===== src/core/rdc_defines.vh =====
`ifndef RDC_DEFINES_VH
`define RDC_DEFINES_VH

// ****************************************
// Frames and register offsets
// ****************************************
`define RDC_FRAME_RD 1'b0
`define RDC_FRAME_SGI 1'b1
`define RDC_OFS_PART_LIMITS 16'h0018
`define RDC_OFS_PART_TAGS 16'h001c
`define RDC_OFS_CFG_BASE_LO 16'h0070
`define RDC_OFS_CFG_BASE_HI 16'h0074
`define RDC_OFS_PEND_BASE_LO 16'h0078
`define RDC_OFS_PEND_BASE_HI 16'h007c
`define RDC_OFS_NS_PERM 16'h0e00

// ****************************************
// Access security spaces
// ****************************************
`define RDC_SPACE_SECURE 2'h0
`define RDC_SPACE_NONSECURE 2'h1
`define RDC_SPACE_ROOT 2'h2
`define RDC_SPACE_REALM 2'h3

// ****************************************
// Field positions
// ****************************************
`define RDC_PART_TAG_HI 15
`define RDC_PART_TAG_LO 0
`define RDC_MON_TAG_HI 23
`define RDC_MON_TAG_LO 16
`define RDC_PTZ_BIT 62
`define RDC_OUTER_HI 58
`define RDC_OUTER_LO 56
`define RDC_PA_HI 51
`define RDC_PA_LO 16
`define RDC_SHARE_HI 11
`define RDC_SHARE_LO 10
`define RDC_INNER_HI 9
`define RDC_INNER_LO 7

// ****************************************
// Encodings and reset values
// ****************************************
`define RDC_PERM_NONE 2'h0
`define RDC_PERM_GRP0 2'h1
`define RDC_PERM_BOTH 2'h2
`define RDC_PERM_RSVD 2'h3
`define RDC_SHARE_NONE 2'h0
`define RDC_SHARE_RSVD 2'h3
`define RDC_RST_NS_PERM 32'h00000000
`define RDC_RST_PART_TAGS 32'h00000000
`define RDC_RST_PEND_BASE 64'h0000000000000000

`endif


===== src/core/rdc_config_regs.v =====
// Functional notes
// RULE_01: Sixteen 2-bit permission fields, field x at bits 2x+1:2x.
// RULE_02: Code 00 blocks non-secure generation of secure group 0 and group 1.
// RULE_03: Code 01 lets non-secure generate secure group 0 only.
// RULE_04: Code 10 lets non-secure generate secure group 0 and group 1.
// RULE_05: Reserved 11 acts as 10; reads return the programmed value.
// RULE_06: Permission register governs only software interrupts under affinity routing.
// RULE_07: Permission register RAZ/WI if single security; secure/root RW; others RAZ/WI.
// RULE_08: Partition tags exist only with extended feature and partitioning support.
// RULE_09: Monitor group 23:16 and partition 15:0 tag every access; reset zero.
// RULE_10: Tag bits above those needed for the maximum read zero, ignore writes.
// RULE_11: Pending-table-zero bit 62 is write-only, reads zero, hints table is clear.
// RULE_12: Software clears the pending table before setting the zero hint.
// RULE_13: Outer cacheability 58:56, 000 follows inner, others select outer policy.
// RULE_14: Pending table address bits 51:16; bits above implemented width RAZ/WI.
// RULE_15: Shareability 11:10: 00 none, 01 inner, 10 outer, 11 treated as 00.
// RULE_16: Inner cacheability 9:7: 000 device, 001 non-cacheable, higher allocate policies.
// RULE_17: Outer cacheability and shareability are programmable fields.
// RULE_18: Software leaves the pending base alone while message interrupts are enabled.
// RULE_19: Software programs matching attributes in every redistributor with them enabled.
// RULE_20: Configuration table base register is implemented read-only.
`timescale 1ns/1ps
`default_nettype none
`include "rdc_defines.vh"

module rdc_config_regs #(
   parameter [15:0] PARTITION_MAX = 16'h00ff,
   parameter [7:0] MONITOR_GROUP_MAX = 8'h03,
   parameter integer PA_BITS = 52,
   parameter [63:0] CFG_TABLE_BASE = 64'h0000000000000000
) (
   // Clock, reset, enable
   input wire clk,
   input wire rst_n,
   input wire ce,
   // Register access port
   input wire reg_req,
   input wire reg_write,
   input wire reg_frame,
   input wire [15:0] reg_addr,
   input wire [31:0] reg_wdata,
   input wire [1:0] reg_space,
   output reg reg_ack,
   output reg [31:0] reg_rdata,
   // Configuration from the rest of the controller
   input wire single_security_state_bit,
   input wire extended_arch_feature,
   input wire partitioning_supported_flag,
   input wire affinity_routing_enabled,
   input wire [15:0] local_group_select,
   input wire [15:0] local_group_modifier,
   input wire [31:0] distributor_ns_permission,
   // Software interrupt generation check
   input wire sgi_req_valid,
   input wire [3:0] sgi_req_id,
   input wire sgi_req_nonsecure,
   output reg sgi_check_done,
   output reg sgi_check_grant,
   // Memory access attributes
   output reg [15:0] partition_tag,
   output reg [7:0] monitor_group_tag,
   output reg [35:0] pend_table_addr,
   output reg [2:0] outer_cache_attr,
   output reg [1:0] pend_share_attr,
   output reg [2:0] inner_cache_attr,
   output reg pending_table_zero_hint
);

   // ****************************************
   // Helpers
   // ****************************************
   // Keeps only the bit positions needed to encode values up to max
   function [15:0] tag_mask;
      input [15:0] max;
      integer i;
      begin
         tag_mask = 16'h0000;
         for (i = 0; i < 16; i = i + 1) begin
            if ((max >> i) != 16'h0000) begin
               tag_mask[i] = 1'b1;
            end
         end
      end
   endfunction

   // Reserved permission code folds onto the widest grant
   function [1:0] eff_perm;
      input [1:0] code;
      begin
         if (code == `RDC_PERM_RSVD) begin
            eff_perm = `RDC_PERM_BOTH; // see RULE_05
         end else begin
            eff_perm = code;
         end
      end
   endfunction

   // Bus fields travel as arguments so every caller follows them as they change
   function sel_addr;
      input [15:0] addr;
      input frame_in;
      input [15:0] ofs;
      input frame;
      begin
         sel_addr = (addr == ofs) && (frame_in == frame);
      end
   endfunction

   // ****************************************
   // Decode
   // ****************************************
   wire [15:0] part_mask;
   wire [15:0] mon_mask_w;
   wire [7:0] mon_mask;
   wire [35:0] pa_mask;
   wire tags_present;
   wire perm_visible;
   wire sel_limits;
   wire sel_tags;
   wire sel_cfg_lo;
   wire sel_cfg_hi;
   wire sel_pend_lo;
   wire sel_pend_hi;
   wire sel_perm;
   wire wr;
   genvar g;

   assign part_mask = tag_mask(PARTITION_MAX);
   assign mon_mask_w = tag_mask({8'h00, MONITOR_GROUP_MAX});
   assign mon_mask = mon_mask_w[7:0];
   assign tags_present = extended_arch_feature & partitioning_supported_flag; // see RULE_08
   assign perm_visible = ~single_security_state_bit &
                         ((reg_space == `RDC_SPACE_SECURE) ||
                          (reg_space == `RDC_SPACE_ROOT)); // see RULE_07
   assign sel_limits = sel_addr(reg_addr, reg_frame, `RDC_OFS_PART_LIMITS, `RDC_FRAME_RD);
   assign sel_tags = sel_addr(reg_addr, reg_frame, `RDC_OFS_PART_TAGS, `RDC_FRAME_RD);
   assign sel_cfg_lo = sel_addr(reg_addr, reg_frame, `RDC_OFS_CFG_BASE_LO, `RDC_FRAME_RD);
   assign sel_cfg_hi = sel_addr(reg_addr, reg_frame, `RDC_OFS_CFG_BASE_HI, `RDC_FRAME_RD);
   assign sel_pend_lo = sel_addr(reg_addr, reg_frame, `RDC_OFS_PEND_BASE_LO, `RDC_FRAME_RD);
   assign sel_pend_hi = sel_addr(reg_addr, reg_frame, `RDC_OFS_PEND_BASE_HI, `RDC_FRAME_RD);
   assign sel_perm = sel_addr(reg_addr, reg_frame, `RDC_OFS_NS_PERM, `RDC_FRAME_SGI);
   assign wr = ce & reg_req & reg_write;

   // Address bits above the implemented width stay zero
   generate
      for (g = 0; g < 36; g = g + 1) begin : g_pa
         assign pa_mask[g] = (g + `RDC_PA_LO) < PA_BITS; // see RULE_14
      end
   endgenerate

   // ****************************************
   // Write strobes
   // ****************************************
   reg [31:0] ns_perm_q;
   reg [1:0] share_q;
   wire perm_wr;
   wire tags_wr;
   wire pend_lo_wr;
   wire pend_hi_wr;

   // Writes that miss a visible register are dropped without trace
   assign perm_wr = wr & sel_perm & perm_visible; // see RULE_07
   assign tags_wr = wr & sel_tags & tags_present; // see RULE_08
   assign pend_lo_wr = wr & sel_pend_lo;
   assign pend_hi_wr = wr & sel_pend_hi;

   // ****************************************
   // Permission register
   // ****************************************
   always @(posedge clk) begin
      if (!rst_n) begin
         ns_perm_q <= `RDC_RST_NS_PERM;
      end else if (perm_wr) begin
         // Reserved codes are kept so software reads back what it wrote
         ns_perm_q <= reg_wdata; // see RULE_01
      end
   end

   // ****************************************
   // Partition and monitor group tags
   // ****************************************
   always @(posedge clk) begin
      if (!rst_n) begin
         partition_tag <= 16'h0000;
         monitor_group_tag <= 8'h00;
      end else if (tags_wr) begin
         partition_tag <= reg_wdata[`RDC_PART_TAG_HI:`RDC_PART_TAG_LO] & part_mask; // see RULE_09
         monitor_group_tag <= reg_wdata[`RDC_MON_TAG_HI:`RDC_MON_TAG_LO] & mon_mask; // see RULE_10
      end
   end

   // ****************************************
   // Pending table base
   // ****************************************
   // No lock while message interrupts run: changing the base then is software's hazard
   always @(posedge clk) begin
      if (!rst_n) begin
         pend_table_addr <= 36'h000000000;
         outer_cache_attr <= 3'h0;
         share_q <= 2'h0;
         pend_share_attr <= 2'h0;
         inner_cache_attr <= 3'h0;
         pending_table_zero_hint <= 1'b0;
      end else begin
         if (pend_lo_wr) begin
            pend_table_addr[15:0] <= reg_wdata[31:16] & pa_mask[15:0]; // see RULE_14
            share_q <= reg_wdata[`RDC_SHARE_HI:`RDC_SHARE_LO]; // see RULE_17
            // Reserved sharing code goes out as non-shareable but reads back as written
            if (reg_wdata[`RDC_SHARE_HI:`RDC_SHARE_LO] == `RDC_SHARE_RSVD) begin
               pend_share_attr <= `RDC_SHARE_NONE; // see RULE_15
            end else begin
               pend_share_attr <= reg_wdata[`RDC_SHARE_HI:`RDC_SHARE_LO];
            end
            inner_cache_attr <= reg_wdata[`RDC_INNER_HI:`RDC_INNER_LO]; // see RULE_16
         end
         if (pend_hi_wr) begin
            pend_table_addr[35:16] <= reg_wdata[`RDC_PA_HI-32:0] & pa_mask[35:16];
            outer_cache_attr <= reg_wdata[`RDC_OUTER_HI-32:`RDC_OUTER_LO-32]; // see RULE_13
            pending_table_zero_hint <= reg_wdata[`RDC_PTZ_BIT-32]; // see RULE_11
         end
      end
   end

   // ****************************************
   // Read path
   // ****************************************
   reg [31:0] rd_d;

   always @* begin
      rd_d = 32'h00000000;
      if (sel_limits && tags_present) begin
         rd_d = {8'h00, MONITOR_GROUP_MAX, PARTITION_MAX};
      end else if (sel_tags && tags_present) begin
         rd_d = {8'h00, monitor_group_tag, partition_tag};
      end else if (sel_cfg_lo) begin
         rd_d = CFG_TABLE_BASE[31:0]; // see RULE_20
      end else if (sel_cfg_hi) begin
         rd_d = CFG_TABLE_BASE[63:32]; // see RULE_20
      end else if (sel_pend_lo) begin
         rd_d = {pend_table_addr[15:0], 4'h0, share_q, inner_cache_attr, 7'h00};
      end else if (sel_pend_hi) begin
         // Zero hint is write-only and never reflected
         rd_d = {5'h00, outer_cache_attr, 4'h0, pend_table_addr[35:16]}; // see RULE_11
      end else if (sel_perm && perm_visible) begin
         rd_d = ns_perm_q; // see RULE_07
      end
   end

   always @(posedge clk) begin
      if (!rst_n) begin
         reg_ack <= 1'b0;
         reg_rdata <= 32'h00000000;
      end else if (ce) begin
         reg_ack <= reg_req;
         if (reg_req && !reg_write) begin
            reg_rdata <= rd_d;
         end
      end
   end

   // ****************************************
   // Software interrupt permission check
   // ****************************************
   // Secure group 0 when group and modifier are both clear, group 1 when group clear and modifier set
   reg [1:0] perm_code;
   reg is_sec_g0;
   reg is_sec_g1;
   reg grant_d;

   always @* begin
      if (affinity_routing_enabled) begin
         perm_code = eff_perm(ns_perm_q[2*sgi_req_id +: 2]); // see RULE_06
      end else begin
         perm_code = eff_perm(distributor_ns_permission[2*sgi_req_id +: 2]);
      end
      is_sec_g0 = ~local_group_select[sgi_req_id] & ~local_group_modifier[sgi_req_id];
      is_sec_g1 = ~local_group_select[sgi_req_id] & local_group_modifier[sgi_req_id];
      grant_d = 1'b1;
      if (sgi_req_nonsecure && !single_security_state_bit) begin
         case (perm_code)
            `RDC_PERM_NONE: begin
               grant_d = ~(is_sec_g0 | is_sec_g1); // see RULE_02
            end
            `RDC_PERM_GRP0: begin
               grant_d = ~is_sec_g1; // see RULE_03
            end
            `RDC_PERM_BOTH: begin
               grant_d = 1'b1; // see RULE_04
            end
            default: begin
               grant_d = 1'b1;
            end
         endcase
      end
   end

   always @(posedge clk) begin
      if (!rst_n) begin
         sgi_check_done <= 1'b0;
         sgi_check_grant <= 1'b0;
      end else if (ce) begin
         sgi_check_done <= sgi_req_valid;
         sgi_check_grant <= sgi_req_valid & grant_d;
      end
   end

endmodule

`default_nettype wire


===== config.mk =====
export PLATFORM = sky130hd
export DESIGN_NAME = rdc_config_regs
export DESIGN_NICKNAME = d
export VERILOG_FILES = /design/src/core/rdc_config_regs.v
export VERILOG_INCLUDE_DIRS = /design/src /design/src/core
export SDC_FILE = /design/constraint.sdc
export NUM_CORES = 1
export LEC_CHECK = 0
export BUFFER_PORTS_ARGS = -buffer_cell sky130_fd_sc_hd__buf_2
export CORE_ASPECT_RATIO = 1.4
export CORE_MARGIN = 2
export CORE_UTILIZATION = 29
export CTS_CLUSTER_SIZE = 25
export DETAILED_ROUTE_END_ITERATION = 16
export GPL_ROUTABILITY_DRIVEN = 0
export HOLD_SLACK_MARGIN = 0.08
export PLACE_DENSITY_LB_ADDON = 0.2
export SYNTH_ARGS = -nofsm -noshare
export SYNTH_HDL_FRONTEND = slang
export SYNTH_SLANG_ARGS = --single-unit

===== constraint.sdc =====
create_clock -name clk -period 5.6 [get_ports clk]
set_clock_uncertainty 0.15 [all_clocks]
set_input_delay 1.12 -clock clk [delete_from_list [all_inputs] [get_ports clk]]
set_output_delay 1.12 -clock clk [all_outputs]
set_load 0.1 [all_outputs]

**After elaboration in Yosys (flattened, before gate mapping)**

Index checks and enable logic that the tools add are counted.
Widths: inputs -> output; s select.

- Register bits: 124

- Mux-type cells: 17
- Bitwise operators: 20
- Shifts and indexed selects: 2
- Reduce and logical (&&, ||, !) cells: 18
- $lt $le $gt $ge: 1
- Equal/unequal tests: 12

Operator list:

| operator | count |
|---|---|
| $mux 32 | 7 |
| $eq 16x7->1 const B | 4 |
| $shiftx 32x6->2 | 2 |
| $eq 16x5->1 const B | 2 |
| $eq 16x12->1 const B | 1 |
| $and 1x1->1 | 13 |
| $logic_and 1x1->1 | 12 |
| $bmux 1 s4 | 2 |
| $eq 2x2->1 const B | 4 |
| $mux 2 | 4 |
| $not 1->1 | 6 |
| $lt 4x5->1 const B | 1 |
| $logic_not 2->1 | 2 |
| $mux 1 | 3 |
| $eq 2x1->1 const B | 1 |
| $logic_not 1->1 | 2 |
| $pmux 1 s2 | 1 |
| $reduce_and 2->1 | 1 |
| $logic_or 1x1->1 | 1 |
| $or 1x1->1 | 1 |

**Logic depth before layout (Yosys ltp)**

Gate-level depths: netlist (run 1).

- Word-level depth: 11
- Mapped depth: 8

**Least setup slack after synthesis (run 1)**

Ideal clock, no wire load.

- Kind: input to register
- From: in sgi_req_id[1]
- To: reg sgi_check_grant
- Setup time: 0.120 ns
- Required time: 5.330 ns
- Setup slack: 2.780 ns
- Stages: 6
- Data arrival time: 2.550 ns
- Cells stage by stage: buf_4 buf_2 mux4_2 a2111oi_0 nor4_1 a211o_1

- Longest elaborated chain between the ends: 9

RTL lines:

| what | line | source |
|---|---|---|
| start, declared | rdc_config_regs.v:55 | `input wire [3:0] sgi_req_id,` |
| parallel branches: the longest is 6 deep, another holds $shiftx 32x6->2 | - |  |
| $pmux 1 s2 (*) | rdc_config_regs.v:280 | `case (perm_code)` |
| $mux 1 (*) | rdc_config_regs.v:279 | `if (sgi_req_nonsecure && !single_security_state_bit) begin` |
| $and 1x1->1 (*) | rdc_config_regs.v:303 | `sgi_check_grant <= sgi_req_valid & grant_d;` |
| end signal, assigned | rdc_config_regs.v:303 |  |
| end, declared | rdc_config_regs.v:58 | `output reg sgi_check_grant,` |

Mark *: on every way between the ends. The select of a mux whose other input is x is not followed.
A chain may end at the register's enable or synchronous reset.

**Final worst setup path (run 1)**

- From: in reg_addr[2]
- To: reg reg_rdata[13]

- Longest elaborated chain between the ends: 10

RTL lines:

| what | line | source |
|---|---|---|
| start, declared | rdc_config_regs.v:40 | `input wire [15:0] reg_addr,` |
| $eq 16x12->1 | rdc_config_regs.v:105 | `sel_addr = (addr == ofs) && (frame_in == frame);` |
| $logic_and 1x1->1 | rdc_config_regs.v:105 |  |
| $logic_and 1x1->1 | rdc_config_regs.v:244 | `end else if (sel_perm && perm_visible) begin` |
| $mux 32 | rdc_config_regs.v:244 |  |
| $mux 32 | rdc_config_regs.v:241 | `end else if (sel_pend_hi) begin` |
| $mux 32 | rdc_config_regs.v:239 | `end else if (sel_pend_lo) begin` |
| $mux 32 | rdc_config_regs.v:237 | `end else if (sel_cfg_hi) begin` |
| $mux 32 | rdc_config_regs.v:235 | `end else if (sel_cfg_lo) begin` |
| $mux 32 | rdc_config_regs.v:233 | `end else if (sel_tags && tags_present) begin` |
| $mux 32 (*) | rdc_config_regs.v:231 | `if (sel_limits && tags_present) begin` |
| end signal, assigned | rdc_config_regs.v:256 | `reg_rdata <= rd_d;` |
| end, declared | rdc_config_regs.v:44 | `output reg [31:0] reg_rdata,` |

Mark *: on every way between the ends. The rest lies on a longest branch, timed or not.

==> results.json, run 1 <==
{
  "port-buffer-count": 218,
  "synth_edf_count": 0,
  "nets": 1033,
  "wl_per_cell_um": 19.5,
  "hpwl_um": 16500,
  "worstSetupPathType": "in2reg",
  "slew_headroom": 0.202,
  "grt_pass1_vias": 5836,
  "start_util": 0.297,
  "clk_pin_slew_worst_paths_ns": 0.06,
  "switchingPower_mw": 0.636,
  "post_cts_buffers": 0,
  "synth_top_area_cell": "dfxtp_1",
  "fin_hold_ws_ns": 0.297,
  "vdd_ir_drop_max_mv": 0.190,
  "path_max_fanout": 25,
  "avgSynthCellArea_um2": 8.93,
  "synth_warnings": 0,
  "max_freq_mhz": 279,
  "ctsResizeCount": 0,
  "via_per_inst": 5.04,
  "grt_max_degree": 72,
  "ctsLongestPathBuffers": 2,
  "drc_errors": 0,
  "worst_pin_slew_ns": 1.19,
  "fillers": 2257,
  "combPwrFrac": 0.106,
  "powerDensity_nw_per_um2": 280,
  "ys_seq_area_frac": 0.393,
  "instances_no_fill": 1176,
  "synth_seq_cells": 124,
  "ys_top_cells_by_count": "136 x nand2_1, 124 x dfxtp_1, 52 x a21boi_1, 48 x mux2i_1, 41 x nor2b_1",
  "wl_um": 22900,
  "cts_root_buffer": "clkbuf_16",
  "die_w_um": 129,
  "grt_pass1_wl_um": 33900,
  "pwr-share-seq": 0.391,
  "ys_top_cells_by_area": "dfxtp_1 39%, nand2_1 8.1%, mux2i_1 7.6%, mux4_2 6.4%, a21boi_1 6.2%",
  "cts_inserted_buffers": 17,
  "cts_tree": "done",
  "h-tree-depth": 4,
  "ant_nets": 0,
  "startpoint_type": "input port",
  "synthFlopType": "dfxtp_1",
  "crit_slowest_cell": "nor2_2",
  "max_stage_delay_ns": 0.78,
  "fp.dieH_um": 179,
  "hp-start": "reg_rdata[15]",
  "cellLeakagePower_nw": 3.21,
  "final.min_clock_period_ns": 3.58,
  "dieArea_um2": 23000,
  "core_area_um2": 21300,
  "critical_path.startpoint": "reg_addr[2]",
  "maxCapViolations": 0,
  "ys_types": 56,
  "clock-sinks": 124,
  "syn_area_um2": 6320,
  "status": "finished clean",
  "postCtsHoldBufs": 0,
  "end_kind": "flop",
  "async_flop_share": 0,
  "crit_arrival_ns": 3.78,
  "path_cells": "buf_2 -> nor4b_1 -> nand3_1 -> nor2_2 -> buf_4 -> a22oi_1 -> o21ai_0",
  "dr.pass1.iters": 4,
  "power_mw": 2.28,
  "setup_tns_ns": 0,
  "r2r_slack_ns": 3.60,
  "crit_required_ns": 5.80,
  "drt-initial-drc-count": 268,
  "yosys.cell_count.top_type": "nand2_1",
  "rsz0062_at_grt": "no",
  "n_antenna_cell": 0,
  "switching_share": 0.279,
  "power.internal_mw": 1.64,
  "synthToLayoutAreaGrowth_pct": 28.8,
  "final_layout_size_suffix_gt1_frac": 0.325,
  "fin_crit_sh": 0.640,
  "ios": 234,
  "hold_viol": 0,
  "hold_class": "reg2reg",
  "synth.top_cell.area_share": 0.393,
  "clkLatencyLatePin_ns": 0.43,
  "track_usage": 0.197,
  "antenna_found_initial": 0,
  "vias": 5931,
  "netlist_instances": 707,
  "rows": 63,
  "grt.overflow.total": 0,
  "drv_slew": 0,
  "setup-violations-final": 0,
  "r2r-start": "ns_perm_q[14]",
  "dp_cells": 1144,
  "clkPwrFrac": 0.503
}
## routing by layer
metal  up-vias  global-route usage  share of wire  routed length, um
li1       2877                   -              -                  -
met1      2857               0.229           0.40               9110
met2       174               0.356           0.53              12300
met3        23              0.0393          0.042                970
met4         0              0.0702          0.025                582
met5         -                   0              0                  0
## flip-flops by register name, indices dropped and copies added, names as in the netlist
signal	flops
pend_table_addr	36
ns_perm_q	32
reg_rdata	32
partition_tag	8
inner_cache_attr	3
outer_cache_attr	3
monitor_group_tag	2
pend_share_attr	2
share_q	2
pending_table_zero_hint	1
reg_ack	1
sgi_check_done	1
sgi_check_grant	1
## critical path: cells and delay by family
kind                   cells  cell delay [ns]
AOI/OAI and AO/OA          2             0.28
buffers and inverters      2             0.62
and+or+nand+nor            3             1.75
## cell type report
type | instances | area [um2] | share of cell area
inverter | 19 | 71.3 | 0.00877
multi-input combinational | 512 | 3480 | 0.427
clock buffer | 17 | 425 | 0.0523
timing repair buffer | 229 | 1170 | 0.144
clock inverter | 15 | 181 | 0.0223
tap | 260 | 325 | 0.0400
sequential | 124 | 2480 | 0.305
## power by group through the flow
| stage | sequential (mW) | combinational, mW | clock, mW |
|---|---|---|---|
| after CTS | 0.890 | 0.244 | 1.17 |
| after global placement | 0.909 | 0.243 | 0 |
| after detailed placement | 0.909 | 0.244 | 0 |
| after floorplan | 0.945 | 0.128 | 0 |
| final | 0.890 | 0.242 | 1.15 |
| after global routing | 0.890 | 0.257 | 1.21 |
## per-stage QoR
step / instance area, um2 / worst slack (ns) / util
after floorplan: 6360 / 2.78 / -
after global placement: 7530 / 1.57 / 0.354
after detailed placement: 7530 / 1.53 / 0.354
after CTS: 8140 / 1.96 / 0.382
after global routing: 8140 / 1.81 / 0.382
final: 8140 / 2.02 / 0.382
## worst paths after layout
kind                            cells after the start              end
worst max-delay path                                7    reg_rdata[13]
worst min-delay path                                2    reg_rdata[15]
worst max register to register                      5  sgi_check_grant
worst min register to register                      2    reg_rdata[15]
## cells in the final DEF, fill, tap and decap left out, drive strengths merged, types with 2 or more instances in the layout
cell and n:
a21boi 65, mux2 6, and3 2, o211ai 9, conb 14, nor4b 12
mux2i 48, clkbuf 17, nor4 3, and2 3, nand3 14, a31oi 2
nor2 5, bufinv 2, a21oi 37, nor3b 3, inv 27, a2111oi 3
dfxtp 124, mux4 18, nand3b 2, o21ai 26, a221oi 3, clkinv 4
nor2b 41, nand4 6, nor3 27, nand2 136, buf 229, nand2b 2
a22oi 12
## logic make-up (layout without fill, tap and decap cells)
group / after synthesis / count (layout) / share of synthesized area
other: 1 / 14 / 0.000594
multiplexers: 72 / 72 / 0.151
buffers and inverters: 84 / 280 / 0.0675
flip-flops: 124 / 124 / 0.393
AO/OA/AOI/OAI: 164 / 164 / 0.173
AND/OR/NAND/NOR: 262 / 262 / 0.215
No activity file was read; power rests on OpenSTA's default activity.
==> run 2, diff against run 1 <==
==> constraint.sdc (replaced) <==
create_clock -name clk -period 3.15 [get_ports clk]
set_clock_uncertainty 0.15 [all_clocks]
set_input_delay 0.63 -clock clk [delete_from_list [all_inputs] [get_ports clk]]
set_output_delay 0.63 -clock clk [all_outputs]
set_load 0.1 [all_outputs]
==> results.json, run 2 (synthesis results as in run 1) <==
{
  "power_mw": 4.04,
  "setup_slack_ns": 0.894,
  "hold_viol": 0,
  "path_max_fanout": 15,
  "final_area_um2": 8310,
  "largest_register_ffs": 36,
  "r2r_slack_ns": 1.15,
  "slew_headroom": 0.608,
  "r2r_cells": 5,
  "antenna_found_initial": 0,
  "grt_max_degree": 69,
  "track_usage": 0.193,
  "clkLatencyLatePin_ns": 0.42,
  "end_kind": "flop",
  "final.min_clock_period_ns": 2.26,
  "via_per_inst": 4.93,
  "h-tree-depth": 4,
  "hpwl_um": 16800,
  "worstHoldEndpoint": "reg_rdata[18]",
  "grt.overflow.total": 0,
  "cts_root_buffer": "clkbuf_16",
  "ios": 234,
  "drt-initial-drc-count": 302,
  "fin_crit_sh": 0.716,
  "timing.rr.end": "sgi_check_grant",
  "drc_errors": 0,
  "final_layout_size_suffix_gt1_frac": 0.339,
  "status": "finished clean",
  "reg.largest.list": "pend_table_addr: 36 flops, ns_perm_q: 32 flops, reg_rdata: 32 flops",
  "maxCapViolations": 0,
  "max_freq_mhz": 443,
  "hp-start": "reg_rdata[18]",
  "port-buffer-count": 218,
  "placed_area_um2": 7710,
  "nets": 1052,
  "cts_inserted_buffers": 17,
  "setup_tns_ns": 0,
  "ant_nets": 0,
  "crit_arrival_ns": 2.42,
  "wl_um": 22600,
  "fillers": 2233,
  "regMostFlops": "pend_table_addr",
  "n_antenna_cell": 0,
  "drv_slew": 0,
  "setup-violations-final": 0,
  "cts_tree": "done",
  "worst_pin_slew_ns": 0.589,
  "hold_depth": 2,
  "start_util": 0.297,
  "crit_required_ns": 3.31,
  "startpoint_type": "input port",
  "wl_per_cell_um": 18.9,
  "fin_util": 0.390,
  "fp.dieH_um": 179,
  "core_area_um2": 21300,
  "final_cell_mix": "218 x buf_2, 136 x nand2_1, 124 x dfxtp_1",
  "synthToLayoutAreaGrowth_pct": 31.6,
  "rows": 63,
  "pre_cts_ws_ns": 0.434,
  "post_cts_buffers": 0,
  "postCtsHoldBufs": 0,
  "grt_pass1_vias": 5822,
  "die_w_um": 129,
  "clock-sinks": 124,
  "hold_class": "reg2reg",
  "grt_pass1_wl_um": 33500,
  "ctsLongestPathBuffers": 2,
  "vdd_ir_drop_max_mv": 0.364,
  "dr.pass1.iters": 4,
  "ctsResizeCount": 0,
  "cellLeakagePower_nw": 3.30,
  "worstSetupPathType": "in2reg",
  "dieArea_um2": 23000,
  "powerDensity_nw_per_um2": 486,
  "final_common_cell": "buf_2",
  "rsz0062_at_grt": "no",
  "r2r-start": "ns_perm_q[14]",
  "vias": 5891,
  "clk_pin_slew_worst_paths_ns": 0.06
}
## run 2: cell count changes in the layout (fill, tap and decap cells not counted)
| cell | previous run | this run |
|---|---|---|
| inv_8 | 5 | 2 |
| clkinv_4 | 3 | 2 |
| clkinv_2 | 1 | 0 |
| buf_12 | 0 | 3 |
| clkinvlp_4 | 1 | 3 |
| buf_4 | 11 | 27 |
| inv_6 | 3 | 6 |
## run 2: how the worst max path moves through the flow
stage | startpoint | end | slack (ns) | cells after the start
5_1_grt | sgi_req_id[0] | sgi_check_grant | 0.79 | 6
6_report | sgi_req_id[0] | sgi_check_grant | 0.89 | 7
2_1_floorplan | sgi_req_id[1] | sgi_check_grant | 0.82 | 6
3_3_place_gp | sgi_req_id[0] | sgi_check_grant | 0.43 | 7
4_1_cts | sgi_req_id[0] | sgi_check_grant | 0.88 | 7
3_5_place_dp | sgi_req_id[0] | sgi_check_grant | 0.43 | 7
## run 2: where the power goes
group	leakage (nW)	internal (mW)	switching [mW]	total (mW)
clock	0.286	1.19	0.822	2.01
combinational	2.01	0.150	0.291	0.441
sequential	1.00	1.58	0.00504	1.58
## run 2: layout make-up
type,count,area (um2),area share
tap,260,325,0.0392
clock buffer,17,425,0.0512
timing repair buffer,248,1350,0.163
sequential,124,2480,0.299
multi-input combinational,512,3480,0.418
clock inverter,15,175,0.0211
inverter,19,71.3,0.00858
## run 2: per-stage QoR
stage               hold WS (ns)  instances
global route               0.293       1195
detailed placement         0.290       1163
finish                     0.301       1195
floorplan                  0.280        720
CTS                        0.291       1195
global placement           0.282       1163
## run 2: metal layers
metal,track usage,part of all wire,vias to the layer above
met5,0,0,-
met4,0.0788,0.029,0
met3,0.0351,0.038,28
met2,0.349,0.53,149
met1,0.223,0.40,2806
li1,-,-,2908
## run 2: worst max-delay path, stage by stage
cell and delay [ns]:
buf_2 0.24, buf_4 0.30, mux4_2 0.53, nand2_1 0.08
a41oi_1 0.09, a221o_1 0.27, a211o_1 0.26
==> run 3, diff against run 2 <==
--- a/config.mk
+++ b/config.mk
@@ -6,6 +6,7 @@
 export SDC_FILE = /design/constraint.sdc
 export NUM_CORES = 1
 export LEC_CHECK = 0
+export ABC_AREA = 1
 export BUFFER_PORTS_ARGS = -buffer_cell sky130_fd_sc_hd__buf_2
 export CORE_ASPECT_RATIO = 1.4
 export CORE_MARGIN = 2
==> constraint.sdc (replaced) <==
create_clock -name clk -period 2.4 [get_ports clk]
set_clock_uncertainty 0.15 [all_clocks]
set_input_delay 0.48 -clock clk [delete_from_list [all_inputs] [get_ports clk]]
set_output_delay 0.48 -clock clk [all_outputs]
set_load 0.1 [all_outputs]
==> results.json, run 3 <==
{
  "cellLeakagePower_nw": 3.84,
  "status": "finished clean",
  "cpLargestDelayFamily": "buffers and inverters",
  "h-tree-depth": 4,
  "cts_inserted_buffers": 17,
  "via_per_inst": 4.66,
  "vias": 6505,
  "hold_class": "in2reg",
  "final_layout_size_suffix_gt1_frac": 0.290,
  "synth_top_area_cell": "dfxtp_1",
  "dr.pass1.iters": 5,
  "drv_slew": 0,
  "critical_path.startpoint": "pend_table_addr[27]",
  "ys_seq_area_frac": 0.392,
  "path_buf_inv": 1,
  "grt_max_degree": 52,
  "synth_seq_cells": 124,
  "final.min_clock_period_ns": 1.90,
  "clock-sinks": 124,
  "setup_tns_ns": 0,
  "drc_errors": 0,
  "final_common_cell": "buf_2",
  "r2r-start": "ns_perm_q[5]",
  "synth_edf_count": 0,
  "final_cell_mix": "218 x buf_2, 177 x nand2_1, 124 x dfxtp_1",
  "grt.overflow.total": 0,
  "ys_top_cells_by_area": "dfxtp_1 39%, nand2_1 10%, a21oi_1 8.6%, inv_1 6.0%, o21ai_0 5.8%",
  "postCtsHoldBufs": 0,
  "grt_pass1_wl_um": 33100,
  "yosys.cell_count.top_type": "nand2_1",
  "clk_pin_slew_worst_paths_ns": 0.06,
  "fp.dieH_um": 179,
  "worst_pin_slew_ns": 0.926,
  "fin_crit_sh": 0.793,
  "nets": 1249,
  "end_kind": "output pin",
  "ys_types": 37,
  "slew_headroom": 0.382,
  "syn_area_um2": 6340,
  "startpoint_type": "flop",
  "path_cells": "buf_2",
  "fin_util": 0.384,
  "n_antenna_cell": 0,
  "cts_tree": "done",
  "vdd_ir_drop_max_mv": 0.407,
  "avgSynthCellArea_um2": 6.93,
  "wl_um": 21700,
  "ant_nets": 0,
  "power_mw": 5.38,
  "drt-initial-drc-count": 213,
  "ios": 234,
  "ctsResizeCount": 0,
  "cts_root_buffer": "clkbuf_16",
  "synth.top_cell.area_share": 0.392,
  "regMostFlops": "pend_table_addr",
  "hold_viol": 0,
  "crit_required_ns": 1.77,
  "worstSetupPathType": "reg2out",
  "fin_hold_ws_ns": 0.174,
  "async_flop_share": 0,
  "maxCapViolations": 0,
  "start_util": 0.293,
  "core_area_um2": 21600,
  "synth_warnings": 0,
  "setup-violations-final": 0,
  "synthFlopType": "dfxtp_1",
  "hp-start": "reg_wdata[15]",
  "rsz0062_at_grt": "no",
  "die_w_um": 129,
  "clkLatencyLatePin_ns": 0.41,
  "max_freq_mhz": 525,
  "synthToLayoutAreaGrowth_pct": 31.0,
  "netlist_instances": 914,
  "ctsLongestPathBuffers": 2,
  "wl_per_cell_um": 15.5,
  "hpwl_um": 15700,
  "reg.largest.list": "pend_table_addr: 36 flops, ns_perm_q: 32 flops, reg_rdata: 32 flops",
  "largest_register_ffs": 36,
  "ys_top_cells_by_count": "177 x nand2_1, 124 x dfxtp_1, 109 x a21oi_1, 102 x inv_1, 74 x o21ai_0",
  "path_max_fanout": 3,
  "dieArea_um2": 23100,
  "port-buffer-count": 218,
  "powerDensity_nw_per_um2": 648,
  "rows": 64,
  "max_stage_delay_ns": 0.46,
  "crit_arrival_ns": 1.27,
  "track_usage": 0.185,
  "crit_slowest_cell": "buf_2",
  "post_cts_buffers": 0,
  "antenna_found_initial": 2,
  "grt_pass1_vias": 6249
}
-- run 3: cell types whose count changed after synthesis, sizes merged, moves of 41 or more --
cell,previous run,this run
nor2b,41,0
inv,19,107
a21oi,37,132
mux2i,48,0
o21ai,26,111
nand2,136,179
nand3,14,56
nor2,5,75
a21boi,65,0
-- run 3: worst reg2reg max path: stages, from the launching register on --
cell and delay (ns):
dfxtp_1 0.31, inv_1 0.08, nand2_1 0.07, nand3_1 0.06, nand3_1 0.14, a21oi_1 0.20
nand2_1 0.06, nand3_1 0.06, nand3_1 0.12, nand2_1 0.08, a21oi_1 0.06
-- run 3: final cells by class --
cell class	instances	area, um2
Tap cell	264	330
Clock inverter	14	181
Multi-Input combinational cell	623	3090
Inverter	109	410
Fill cell	2381	13300
Sequential cell	124	2480
Timing Repair Buffer	244	1370
Clock buffer	18	439
-- run 3: logic make-up after synthesis --
kind of cell / count (synthesis) / synth area share
compound gates: 278 / 0.252
buf+inv: 180 / 0.129
other cells: 1 / 0.000592
flops: 124 / 0.392
simple gates: 331 / 0.227
-- run 3: path summary, 6_finish.rpt --
path	end	slack [ns]	cells past startpoint
hold / removal	ns_perm_q[15]	0.17	3
hold reg to reg	reg_rdata[25]	0.31	2
setup reg to reg	sgi_check_grant	0.89	10
setup / recovery	pend_table_addr[27]	0.50	1
-- run 3: per-stage QoR --
step           std cells  instance area (um2)  setup slack [ns]
2_1_floorplan        927                 6390             0.576
3_3_place_gp        1364                 7680            0.0526
3_5_place_dp        1364                 7680            0.0221
4_1_cts             1396                 8300             0.456
5_1_grt             1396                 8300             0.329
6_report            1396                 8300             0.496
-- run 3: layer usage --
| layer | wire length (um) | up-vias | GRT usage |
|---|---|---|---|
| met5 | 23 | - | 0 |
| met2 | 10900 | 198 | 0.338 |
| met4 | 294 | 4 | 0.0516 |
| li1 | - | 3393 | - |
| met1 | 9130 | 2886 | 0.215 |
| met3 | 1360 | 24 | 0.0427 |
-- run 3: report_power, final --
group,internal (mW),switching (mW)
sequential,2.07,0.00466
combinational,0.175,0.434
clock,1.68,1.01
